==> src/common/rds_pkg.sv <==
// Constants and types for the recovery descent sequencer
package rds_pkg;
  // ------------------------------------------------------------
  // Timing
  // ------------------------------------------------------------
  localparam int unsigned CLK_HZ = 50_000_000;
  localparam int unsigned CYCLE_MS = 10;
  localparam int unsigned FLUSH_MS = 200;
  localparam int unsigned FAIL_WINDOW_MS = 5000;
  localparam int unsigned POST_LAND_MS = 10000;
  localparam int unsigned BEEP_PERIOD_MS = 1000;
  localparam int unsigned BEEP_ON_MS = 100;
  localparam int unsigned CYCLE_CLKS = CLK_HZ / 1000 * CYCLE_MS;
  localparam int unsigned FLUSH_TICKS = FLUSH_MS / CYCLE_MS;
  localparam int unsigned FAIL_TICKS = FAIL_WINDOW_MS / CYCLE_MS;
  localparam int unsigned POST_LAND_TICKS = POST_LAND_MS / CYCLE_MS;
  localparam int unsigned BEEP_PERIOD_TICKS = BEEP_PERIOD_MS / CYCLE_MS;
  localparam int unsigned BEEP_ON_TICKS = BEEP_ON_MS / CYCLE_MS;
  // ------------------------------------------------------------
  // Data
  // ------------------------------------------------------------
  localparam int unsigned ALT_W = 16;
  localparam int unsigned TIME_W = 32;
  localparam logic [ALT_W-1:0] MAIN_ALT_DEFAULT = 16'h00c8;
  localparam logic [3:0] STATE_CODE_DROGUE = 4'h7;
  localparam logic [3:0] STATE_CODE_AWAIT_LAND = 4'h8;
  localparam logic [3:0] STATE_CODE_LANDED = 4'h9;
  localparam logic [3:0] STATE_CODE_STOP_REC = 4'ha;
  localparam logic [3:0] STATE_CODE_BEEP = 4'hb;
  localparam logic [1:0] STAMP_MAIN = 2'h1;
  localparam logic [1:0] STAMP_LAND = 2'h2;
  typedef enum logic [5:0] {
    RDS_IDLE = 6'b000001,
    RDS_DROGUE = 6'b000010,
    RDS_AWAIT_LAND = 6'b000100,
    RDS_LANDED = 6'b001000,
    RDS_STOP_REC = 6'b010000,
    RDS_BEEP = 6'b100000
  } rds_state_e;
endpackage

==> src/hw/rds_sequencer.sv <==
// Recovery and descent flight-state sequencer, states 7 to 11
// Notes on behaviour
// - Descending below main altitude fires main fuse
// - Rising descent rate fires main while check enabled
// - Failure check disabled five seconds after drogue
// - Main firing stamps time, moves to state 8
// - Filtered-pressure landing stamps time, enters state 9
// - Landed: beeping on, log ten seconds, state 10
// - Stop logging, write summaries, then state 11
// - Beep once per second forever in state 11
// - Flush log to card every 200 ms
// - Fire regardless of fuse detection, stamp issue time
// - Estimates update every 10 ms cycle
module rds_sequencer
  import rds_pkg::*;
#(
  parameter int unsigned CYCLE_LEN = CYCLE_CLKS
) (
  input wire logic clock,
  input wire logic rst_n,
  input wire logic drogue_deployed,
  input wire logic [rds_pkg::ALT_W-1:0] main_alt,
  input wire logic [rds_pkg::ALT_W-1:0] altitude,
  input wire logic descending,
  input wire logic descent_rate_rising,
  input wire logic landing_detected,
  input wire logic fuse_present,
  input wire logic summary_done,
  output logic main_fuse_fire,
  output logic stamp_valid,
  output logic [1:0] stamp_kind,
  output logic [rds_pkg::TIME_W-1:0] stamp_time,
  output logic estimate_update,
  output logic logging_active,
  output logic log_flush,
  output logic summary_write,
  output logic buzzer,
  output logic [3:0] flight_state
);
  import rds_pkg::*;

  if (CYCLE_LEN < 2) begin
    $error("rds_sequencer CYCLE_LEN must be at least 2");
  end

  // ------------------------------------------------------------
  // Measurement cycle and time base
  // ------------------------------------------------------------
  logic cycle_tick;
  rds_tick_counter #(
    .LENGTH(CYCLE_LEN)
  ) u_cycle (
    .clock(clock),
    .rst_n(rst_n),
    .restart(1'b0),
    .tick(cycle_tick)
  );
  assign estimate_update = cycle_tick;

  logic [TIME_W-1:0] time_reg;
  always_ff @(posedge clock or negedge rst_n) begin
    if (!rst_n) begin
      time_reg <= '0;
    end else if (cycle_tick) begin
      time_reg <= time_reg + 1'b1;
    end
  end

  // ------------------------------------------------------------
  // State machine
  // ------------------------------------------------------------
  rds_state_e state_reg;
  rds_state_e state_next;
  logic [9:0] timer_reg;
  logic fail_check_reg;
  logic main_fired_reg;
  logic fire_cond;

  // Fuse presence is deliberately ignored: a false negative must not block firing
  assign fire_cond = !main_fired_reg && descending &&
    ((altitude < main_alt) || (fail_check_reg && descent_rate_rising));

  always_comb begin
    state_next = state_reg;
    unique case (state_reg)
      RDS_IDLE: if (drogue_deployed) state_next = RDS_DROGUE;
      RDS_DROGUE: if (fire_cond) state_next = RDS_AWAIT_LAND;
      RDS_AWAIT_LAND: if (landing_detected) state_next = RDS_LANDED;
      RDS_LANDED: begin
        if (cycle_tick && timer_reg == 10'(POST_LAND_TICKS - 1)) begin
          state_next = RDS_STOP_REC;
        end
      end
      RDS_STOP_REC: if (summary_done) state_next = RDS_BEEP;
      RDS_BEEP: state_next = RDS_BEEP;
    endcase
  end

  always_ff @(posedge clock or negedge rst_n) begin
    if (!rst_n) begin
      state_reg <= RDS_IDLE;
    end else begin
      state_reg <= state_next;
    end
  end

  // One timer serves the failure window, the post-landing window and the beep period
  always_ff @(posedge clock or negedge rst_n) begin
    if (!rst_n) begin
      timer_reg <= '0;
    end else if (state_next != state_reg) begin
      timer_reg <= '0;
    end else if (cycle_tick) begin
      if (state_reg == RDS_BEEP && timer_reg == 10'(BEEP_PERIOD_TICKS - 1)) begin
        timer_reg <= '0;
      end else if (timer_reg != 10'h3ff) begin
        timer_reg <= timer_reg + 1'b1;
      end
    end
  end

  always_ff @(posedge clock or negedge rst_n) begin
    if (!rst_n) begin
      fail_check_reg <= 1'b0;
    end else if (state_reg == RDS_IDLE && drogue_deployed) begin
      fail_check_reg <= 1'b1;
    end else if (state_next != RDS_DROGUE ||
                 (cycle_tick && timer_reg == 10'(FAIL_TICKS - 1))) begin
      fail_check_reg <= 1'b0;
    end
  end

  always_ff @(posedge clock or negedge rst_n) begin
    if (!rst_n) begin
      main_fired_reg <= 1'b0;
      main_fuse_fire <= 1'b0;
    end else begin
      main_fuse_fire <= (state_reg == RDS_DROGUE) && fire_cond;
      if (state_reg == RDS_DROGUE && fire_cond) main_fired_reg <= 1'b1;
    end
  end

  // ------------------------------------------------------------
  // Timestamps
  // ------------------------------------------------------------
  always_ff @(posedge clock or negedge rst_n) begin
    if (!rst_n) begin
      stamp_valid <= 1'b0;
      stamp_kind <= 2'h0;
      stamp_time <= '0;
    end else begin
      stamp_valid <= 1'b0;
      if (state_reg == RDS_DROGUE && fire_cond) begin
        stamp_valid <= 1'b1;
        stamp_kind <= STAMP_MAIN;
        stamp_time <= time_reg;
      end else if (state_reg == RDS_AWAIT_LAND && landing_detected) begin
        stamp_valid <= 1'b1;
        stamp_kind <= STAMP_LAND;
        stamp_time <= time_reg;
      end
    end
  end

  // ------------------------------------------------------------
  // Logging, flush and summary
  // ------------------------------------------------------------
  logic [4:0] flush_reg;
  always_ff @(posedge clock or negedge rst_n) begin
    if (!rst_n) begin
      logging_active <= 1'b0;
      flush_reg <= '0;
      log_flush <= 1'b0;
      summary_write <= 1'b0;
    end else begin
      logging_active <= (state_next == RDS_DROGUE) || (state_next == RDS_AWAIT_LAND) ||
        (state_next == RDS_LANDED);
      log_flush <= 1'b0;
      if (!logging_active) begin
        flush_reg <= '0;
      end else if (cycle_tick) begin
        if (flush_reg == 5'(FLUSH_TICKS - 1)) begin
          flush_reg <= '0;
          log_flush <= 1'b1;
        end else begin
          flush_reg <= flush_reg + 1'b1;
        end
      end
      summary_write <= (state_next == RDS_STOP_REC);
    end
  end

  // ------------------------------------------------------------
  // Buzzer and state code
  // ------------------------------------------------------------
  always_ff @(posedge clock or negedge rst_n) begin
    if (!rst_n) begin
      buzzer <= 1'b0;
    end else if (state_reg == RDS_BEEP) begin
      buzzer <= timer_reg < 10'(BEEP_ON_TICKS);
    end else if (state_reg == RDS_LANDED) begin
      buzzer <= timer_reg[5];
    end else begin
      buzzer <= 1'b0;
    end
  end

  always_comb begin
    unique case (state_reg)
      RDS_AWAIT_LAND: flight_state = STATE_CODE_AWAIT_LAND;
      RDS_LANDED: flight_state = STATE_CODE_LANDED;
      RDS_STOP_REC: flight_state = STATE_CODE_STOP_REC;
      RDS_BEEP: flight_state = STATE_CODE_BEEP;
      default: flight_state = STATE_CODE_DROGUE;
    endcase
  end

  // Remembers any earlier pulse so a second one is caught however late it comes
  logic fired_seen_reg;
  always_ff @(posedge clock or negedge rst_n) begin
    if (!rst_n) begin
      fired_seen_reg <= 1'b0;
    end else if (main_fuse_fire) begin
      fired_seen_reg <= 1'b1;
    end
  end
endmodule

==> src/hw/rds_tick_counter.sv <==
// Free-running divider producing a one-cycle tick every LENGTH clocks
module rds_tick_counter #(
  parameter int unsigned LENGTH = 500000
) (
  input wire logic clock,
  input wire logic rst_n,
  input wire logic restart,
  output logic tick
);
  localparam int unsigned CW = (LENGTH > 1) ? $clog2(LENGTH) : 1;
  localparam logic [CW-1:0] LAST = CW'(LENGTH - 1);
  logic [CW-1:0] count_reg;

  if (LENGTH < 2) begin
    $error("rds_tick_counter LENGTH must be at least 2");
  end

  always_ff @(posedge clock or negedge rst_n) begin
    if (!rst_n) begin
      count_reg <= '0;
    end else if (restart || count_reg == LAST) begin
      count_reg <= '0;
    end else begin
      count_reg <= count_reg + 1'b1;
    end
  end

  assign tick = (count_reg == LAST) && !restart;
endmodule

==> config.mk <==
export PLATFORM = sky130hd
export DESIGN_NAME = rds_sequencer
export DESIGN_NICKNAME = d
export VERILOG_FILES = /design/src/common/rds_pkg.sv /design/src/hw/rds_sequencer.sv /design/src/hw/rds_tick_counter.sv
export SDC_FILE = /design/constraint.sdc
export NUM_CORES = 1
export LEC_CHECK = 0
export BUFFER_PORTS_ARGS = -buffer_cell sky130_fd_sc_hd__clkbuf_2
export CAP_MARGIN = 10
export CORE_UTILIZATION = 61
export DETAILED_ROUTE_END_ITERATION = 8
export PLACE_DENSITY = 0.93
export SLEW_MARGIN = 20
export SYNTH_ARGS = -nofsm -noshare
export SYNTH_HDL_FRONTEND = slang
export SYNTH_SLANG_ARGS = --single-unit
==> constraint.sdc <==
create_clock -name clock -period 5.7 [get_ports clock]
set_clock_uncertainty 0.05 [all_clocks]
set_input_delay 1.14 -clock clock [delete_from_list [all_inputs] [get_ports clock]]
set_output_delay 1.14 -clock clock [all_outputs]
set_load 0.01 [all_outputs]
# Word-level counts from Yosys, hierarchy flattened
# Index checks and enable logic that the tools add are counted.
# word_totals
rom_bits,0
latchBits,0
reg_bits,114
n_memories,0
elab_cells,87
ram_bits,0
# classes
addsub,4
shifts,0
order_cmp,2
multipliers,0
n_eq_ne,19
n_mux,28
n_reduce_logical,19
div,0
bitwise,0
# op_table
cell,n
two-way mux 32 bit,2
two-way mux 10 bit,4
one-hot mux 6 bit (6 select lines),1
"adder 32 x 1 -> 32 bit, second input constant",1
two-way mux 6 bit,5
"adder 19 x 1 -> 19 bit, second input constant",1
"equality test 19 bit, second input constant",1
two-way mux 19 bit,1
less-than comparator 16 bit,1
one-hot mux 4 bit (4 select lines),1
two-way mux 5 bit,3
"equality test 6 x 2 -> 1 bit, second input constant",2
"equality test 6 x 3 -> 1 bit, second input constant",2
"equality test 6 x 4 -> 1 bit, second input constant",2
"equality test 6 x 5 -> 1 bit, second input constant",2
"adder 10 x 1 -> 10 bit, second input constant",1
"equality test 10 bit, second input constant",1
"equality test 10 x 7 -> 1 bit, second input constant",1
"equality test 10 x 9 -> 1 bit, second input constant",1
"less-than comparator 10 x 4 -> 1 bit, second input constant",1
"inequality test 10 bit, second input constant",1
logical AND 1 bit,9
two-way mux 1 bit,9
"equality test 6 x 1 -> 1 bit, second input constant",1
12 further kinds,18

# Depth between registers and ports, before layout
# logic_depth
ltp_word,9
mapped_depth,10

# Cells and area by module
# From an unflattened synthesis, not the netlist that was laid out.
# unflattened
cells_unflattened,523
area_unflattened_um2,5671.7
# by_module_without_submodules
mod,instances,cells_each,area_per_inst_um2
rds_sequencer,1,427,4694.5
rds_tick_counter,1,96,977.2

# Worst setup path after synthesis
# No wires, ideal clock.
# synth_path
path_kind,input to register
from,input port main_alt[13] in the netlist's numbering
to,register stamp_time[10] in the netlist's numbering
path_buffers,2
setup_ns,0.125
arrival_time_ns,3.057
stages,10
slack_ns,2.469
cell_sequence,inv_1 > ha_1 > a211oi_1 > o2111ai_1 > a31oi_1 > a22o_1 > or2_2 > clkbuf_1 > buf_2 > mux2_2
# synth_via
elab_chain_len,5
word_cells_on_any_way,6
classes_between,order compare: 1; mux: 1; reduce/logical: 4
# synth_lines
item,line,text
from (decl),rds_sequencer.sv:22,"input wire logic [rds_pkg::ALT_W-1:0] main_alt,"
less-than comparator 16 bit (*),rds_sequencer.sv:81,((altitude < main_alt) || (fail_check_reg && descent_rate_rising));
logical OR 1 bit (*),rds_sequencer.sv:81,
logical AND 1 bit (*),rds_sequencer.sv:80,assign fire_cond = !main_fired_reg && descending &&
logical AND 1 bit (*),rds_sequencer.sv:153,if (state_reg == RDS_DROGUE && fire_cond) begin
two-way mux 32 bit or nonzero test 2 bit (tied branches),n/a,
to (signal assigned),rds_sequencer.sv:156,stamp_time <= time_reg;
to (signal assigned),rds_sequencer.sv:160,stamp_time <= time_reg;
to (decl),rds_sequencer.sv:32,"output logic [rds_pkg::TIME_W-1:0] stamp_time,"
# Every way passes the cells marked *; elsewhere a longest branch is shown, timed or not.
# A chain may end at the register's enable or synchronous reset.

# Worst setup path after layout
# layout_path
from,register u_cycle.count_reg[0]
to,output port estimate_update
# layout_via
elab_chain_len,1
# layout_lines
item,line,text
from (decl),rds_tick_counter.sv:12,logic [CW-1:0] count_reg;
from (signal assigned),rds_tick_counter.sv:24,count_reg <= count_reg + 1'b1;
equality test 19 bit,rds_tick_counter.sv:28,assign tick = (count_reg == LAST) && !restart;
to (decl),rds_sequencer.sv:33,"output logic estimate_update,"
# Every way passes these cells.

==> metrics.cfg <==
[grt]
grt.overflow.total = 0
grt_first_pass_wirelength_um = 22270
grt_use_total_pct = 29.50
first_global_vias = 4588
antenna_found_initial = 0
grt_max_degree = 84

[placed_design]
dp_hpwl_um = 8710
placed_cells = 718
placed_area_um2 = 6241
routabilityCongestion = 0.8816
placement.io_buffers = 83
post-place-ws_ns = 1.979

[pwr]
ir_worst_vdd_mv = 0.3028
fin_total_pwr_mw = 2.149
internal_power_mw = 1.566
power_leakage_nw = 3.377
powerDensity_nw_per_um2 = 315.2
switchingPower_mw = 0.5828
clkPwrFrac_pct = 47.4
swShare_pct = 27.12
pwr-share-comb_pct = 12.5
power_frac_seq_pct = 40.1

[status]
status = complete, no violations

[layout]
layout_commonest_cell = dfrtp_1
drive_above_1_share_pct = 26.92
postLayoutCoreUtil_pct = 74.14
diodes = 0
fin_cells = 750
design_area_um2 = 6818
area_delta_synth_final_pct = 18.74
layout_common_cells = 113 x dfrtp_1, 82 x clkbuf_2, 41 x nor2_1, 41 x nand2_1, 33 x xnor2_1
nets = 685

[detailed_routing]
drt.antenna.violating_nets = 0
highest_layer = met4
drt_iter0_drc = 353
drt_wl_total_um = 13390
routedWlPerCell_um = 17.85
route.detailed.drc = 0
vias = 4583
drt-met1-wl_um = 5453
first_pass_iters = 5
drt-vias-per-instance = 6.111
wl_met2_um = 6705
dr_wl_met3_um = 834

[yosys]
synthCells = 535
synth_ff_type = dfrtp_1
ys_types = 71
synth_seq_cells = 114
syn_avg_cell_area_um2 = 10.73
seq_area_frac_synth_pct = 49.71
synth_edf_count = 0
yosys_warnings = 0
syn_area_um2 = 5742
synth_nets = 594
async_reset_ff_share_pct = 100.0

[critical_path]
cp_cell_sequence = ha_1, nand4_1, or3_1, nor3_1, clkbuf_2
max_stage_delay_ns = 0.44
crit_path_max_fanout = 4
required_ns = 4.51
cp-end-kind = primary output
crit_family = simple AND/OR/NAND/NOR gates
path_buf_inv = 1
arrival_ns = 2.42
crit_type = reg2out
crit_slowest_cell = or3_1
critPathLaunchType = flip-flop

[clock_tree]
cts_made_buffers = 17
cts_tree = built
root_buffer = clkbuf_8
cts_resized = 0
htreeDepth = 4
clkLatencyLatePin_ns = 0.52
clockBufferDepth = 2
cts_hold_buffers = 0
cts.sinks = 114
postCtsSetupBuffers = 0
clkSlewWorstSetupHoldPaths_ns = 0.06

[sta]
rsz0062_at_grt = false
fin_hold_ws_ns = 0.4185
period_minus_slack_ns = 3.613
worst_slew_pin_slew_ns = 0.8089
fin_crit_sh_pct = 63.38
finalSetupViolCount = 0
tns_ns = 0
maxSlewHeadroom_pct = 46.07
slew_violations = 0
timing.fmax_mhz = 276.8
setup_slack_ns = 2.087
finalHoldViolations = 0

[floorplanning]
placementRows = 35
io_pins = 85
start_util_pct = 62.44
die_w_um = 99.02
dieArea_um2 = 9805
die_h_um = 99.02
coreArea_um2 = 9196

[run]
cap_violations = 0

[hold_path]
min_path_type = reg2reg

-- final timing paths --
kind	end	slack, ns	cells after the start	start
min in group asynchronous	flush_reg[0]	0.62	1	rst_n
max	estimate_update	2.09	5	u_cycle.count_reg[0]
max reg2reg	timer_reg[2]	2.45	8	u_cycle.count_reg[0]
min reg2reg	time_reg[31]	0.42	1	time_reg[31]
min	time_reg[31]	0.42	1	time_reg[31]
max in group asynchronous	time_reg[2]	4.06	2	rst_n
-- area by class of cell --
type	instances	area [um^2]
fillers	573	2379
flip-flops and latches	114	2854
clock inverters	14	155.1
well taps	111	138.9
repair buffers	84	429.2
multi-input cells	383	2725
inverters	26	97.59
clock buffers	18	417.9
-- power groups by stage --
stage               combinational, mW  sequential, mW  clock, mW
finish                          0.269           0.861       1.02
global route                    0.293           0.863       1.06
CTS                             0.267           0.859       1.02
detailed placement              0.263           0.873          0
global placement                0.253           0.871          0
floorplan                       0.182           0.866          0
-- cell families (layout without fill, tap and decap cells) --
family                   after synthesis  count (layout)  synth area share (%)
AND/OR/NAND/NOR                      216             216                 20.72
XOR/XNOR                              51              51                 7.780
multiplexers                          33              33                 6.450
adder cells (fa/ha/maj)               19              19                 4.140
AO/OA/AOI/OAI                         64              64                 8.368
flip-flops                           114             114                 49.71
buffers and inverters                 38             142                 2.833
-- worst register-to-register path: stages (launching register included) --
cell      delay (ns)
dfrtp_1         0.40
ha_1            0.26
nand4_1         0.24
nor4_2          0.54
and2_1          0.62
nand2_2         0.26
nor2_1          0.39
a21oi_1         0.15
a311oi_2        0.25
-- Yosys cell counts, drive strengths merged (2+ instances only) --
master   number  share of area [%]
a221o         2               0.35
a211oi        3               0.48
a31oi         6               0.65
clkbuf        3               0.20
nand4        11                1.2
nor2b         8               0.87
a2111oi       2               0.41
a2111o        2               0.39
nor3         12                1.2
nor4          8                1.4
mux2         32                6.3
nand3b        4               0.52
or3           5               0.54
and4b         2               0.35
ha           19                4.1
a211o         2               0.33
or4           2               0.33
o22ai         3               0.57
and3         18                2.0
xor2         18                2.7
or2           5               0.54
nand2b        3               0.33
inv          26                1.7
dfrtp       113                 49
a21oi        13                1.1
o2111ai       2               0.41
nand3        29                2.5
and2         12                1.3
a21boi        2               0.26
buf           9               0.94
o21ai        16                1.5
nor2         41                2.7
nor3b         3               0.39
o2bb2ai       2               0.31
or4b          3               0.52
nand2        43                2.9
xnor2        33                5.0
-- routing by layer --
layer	GRT usage [%]	up-vias
li1	-	2078
met1	35.89	2237
met2	49.27	228
met3	7.589	40
met4	14.01	0
met5	0	-
No activity file was read; power rests on OpenSTA's default activity.
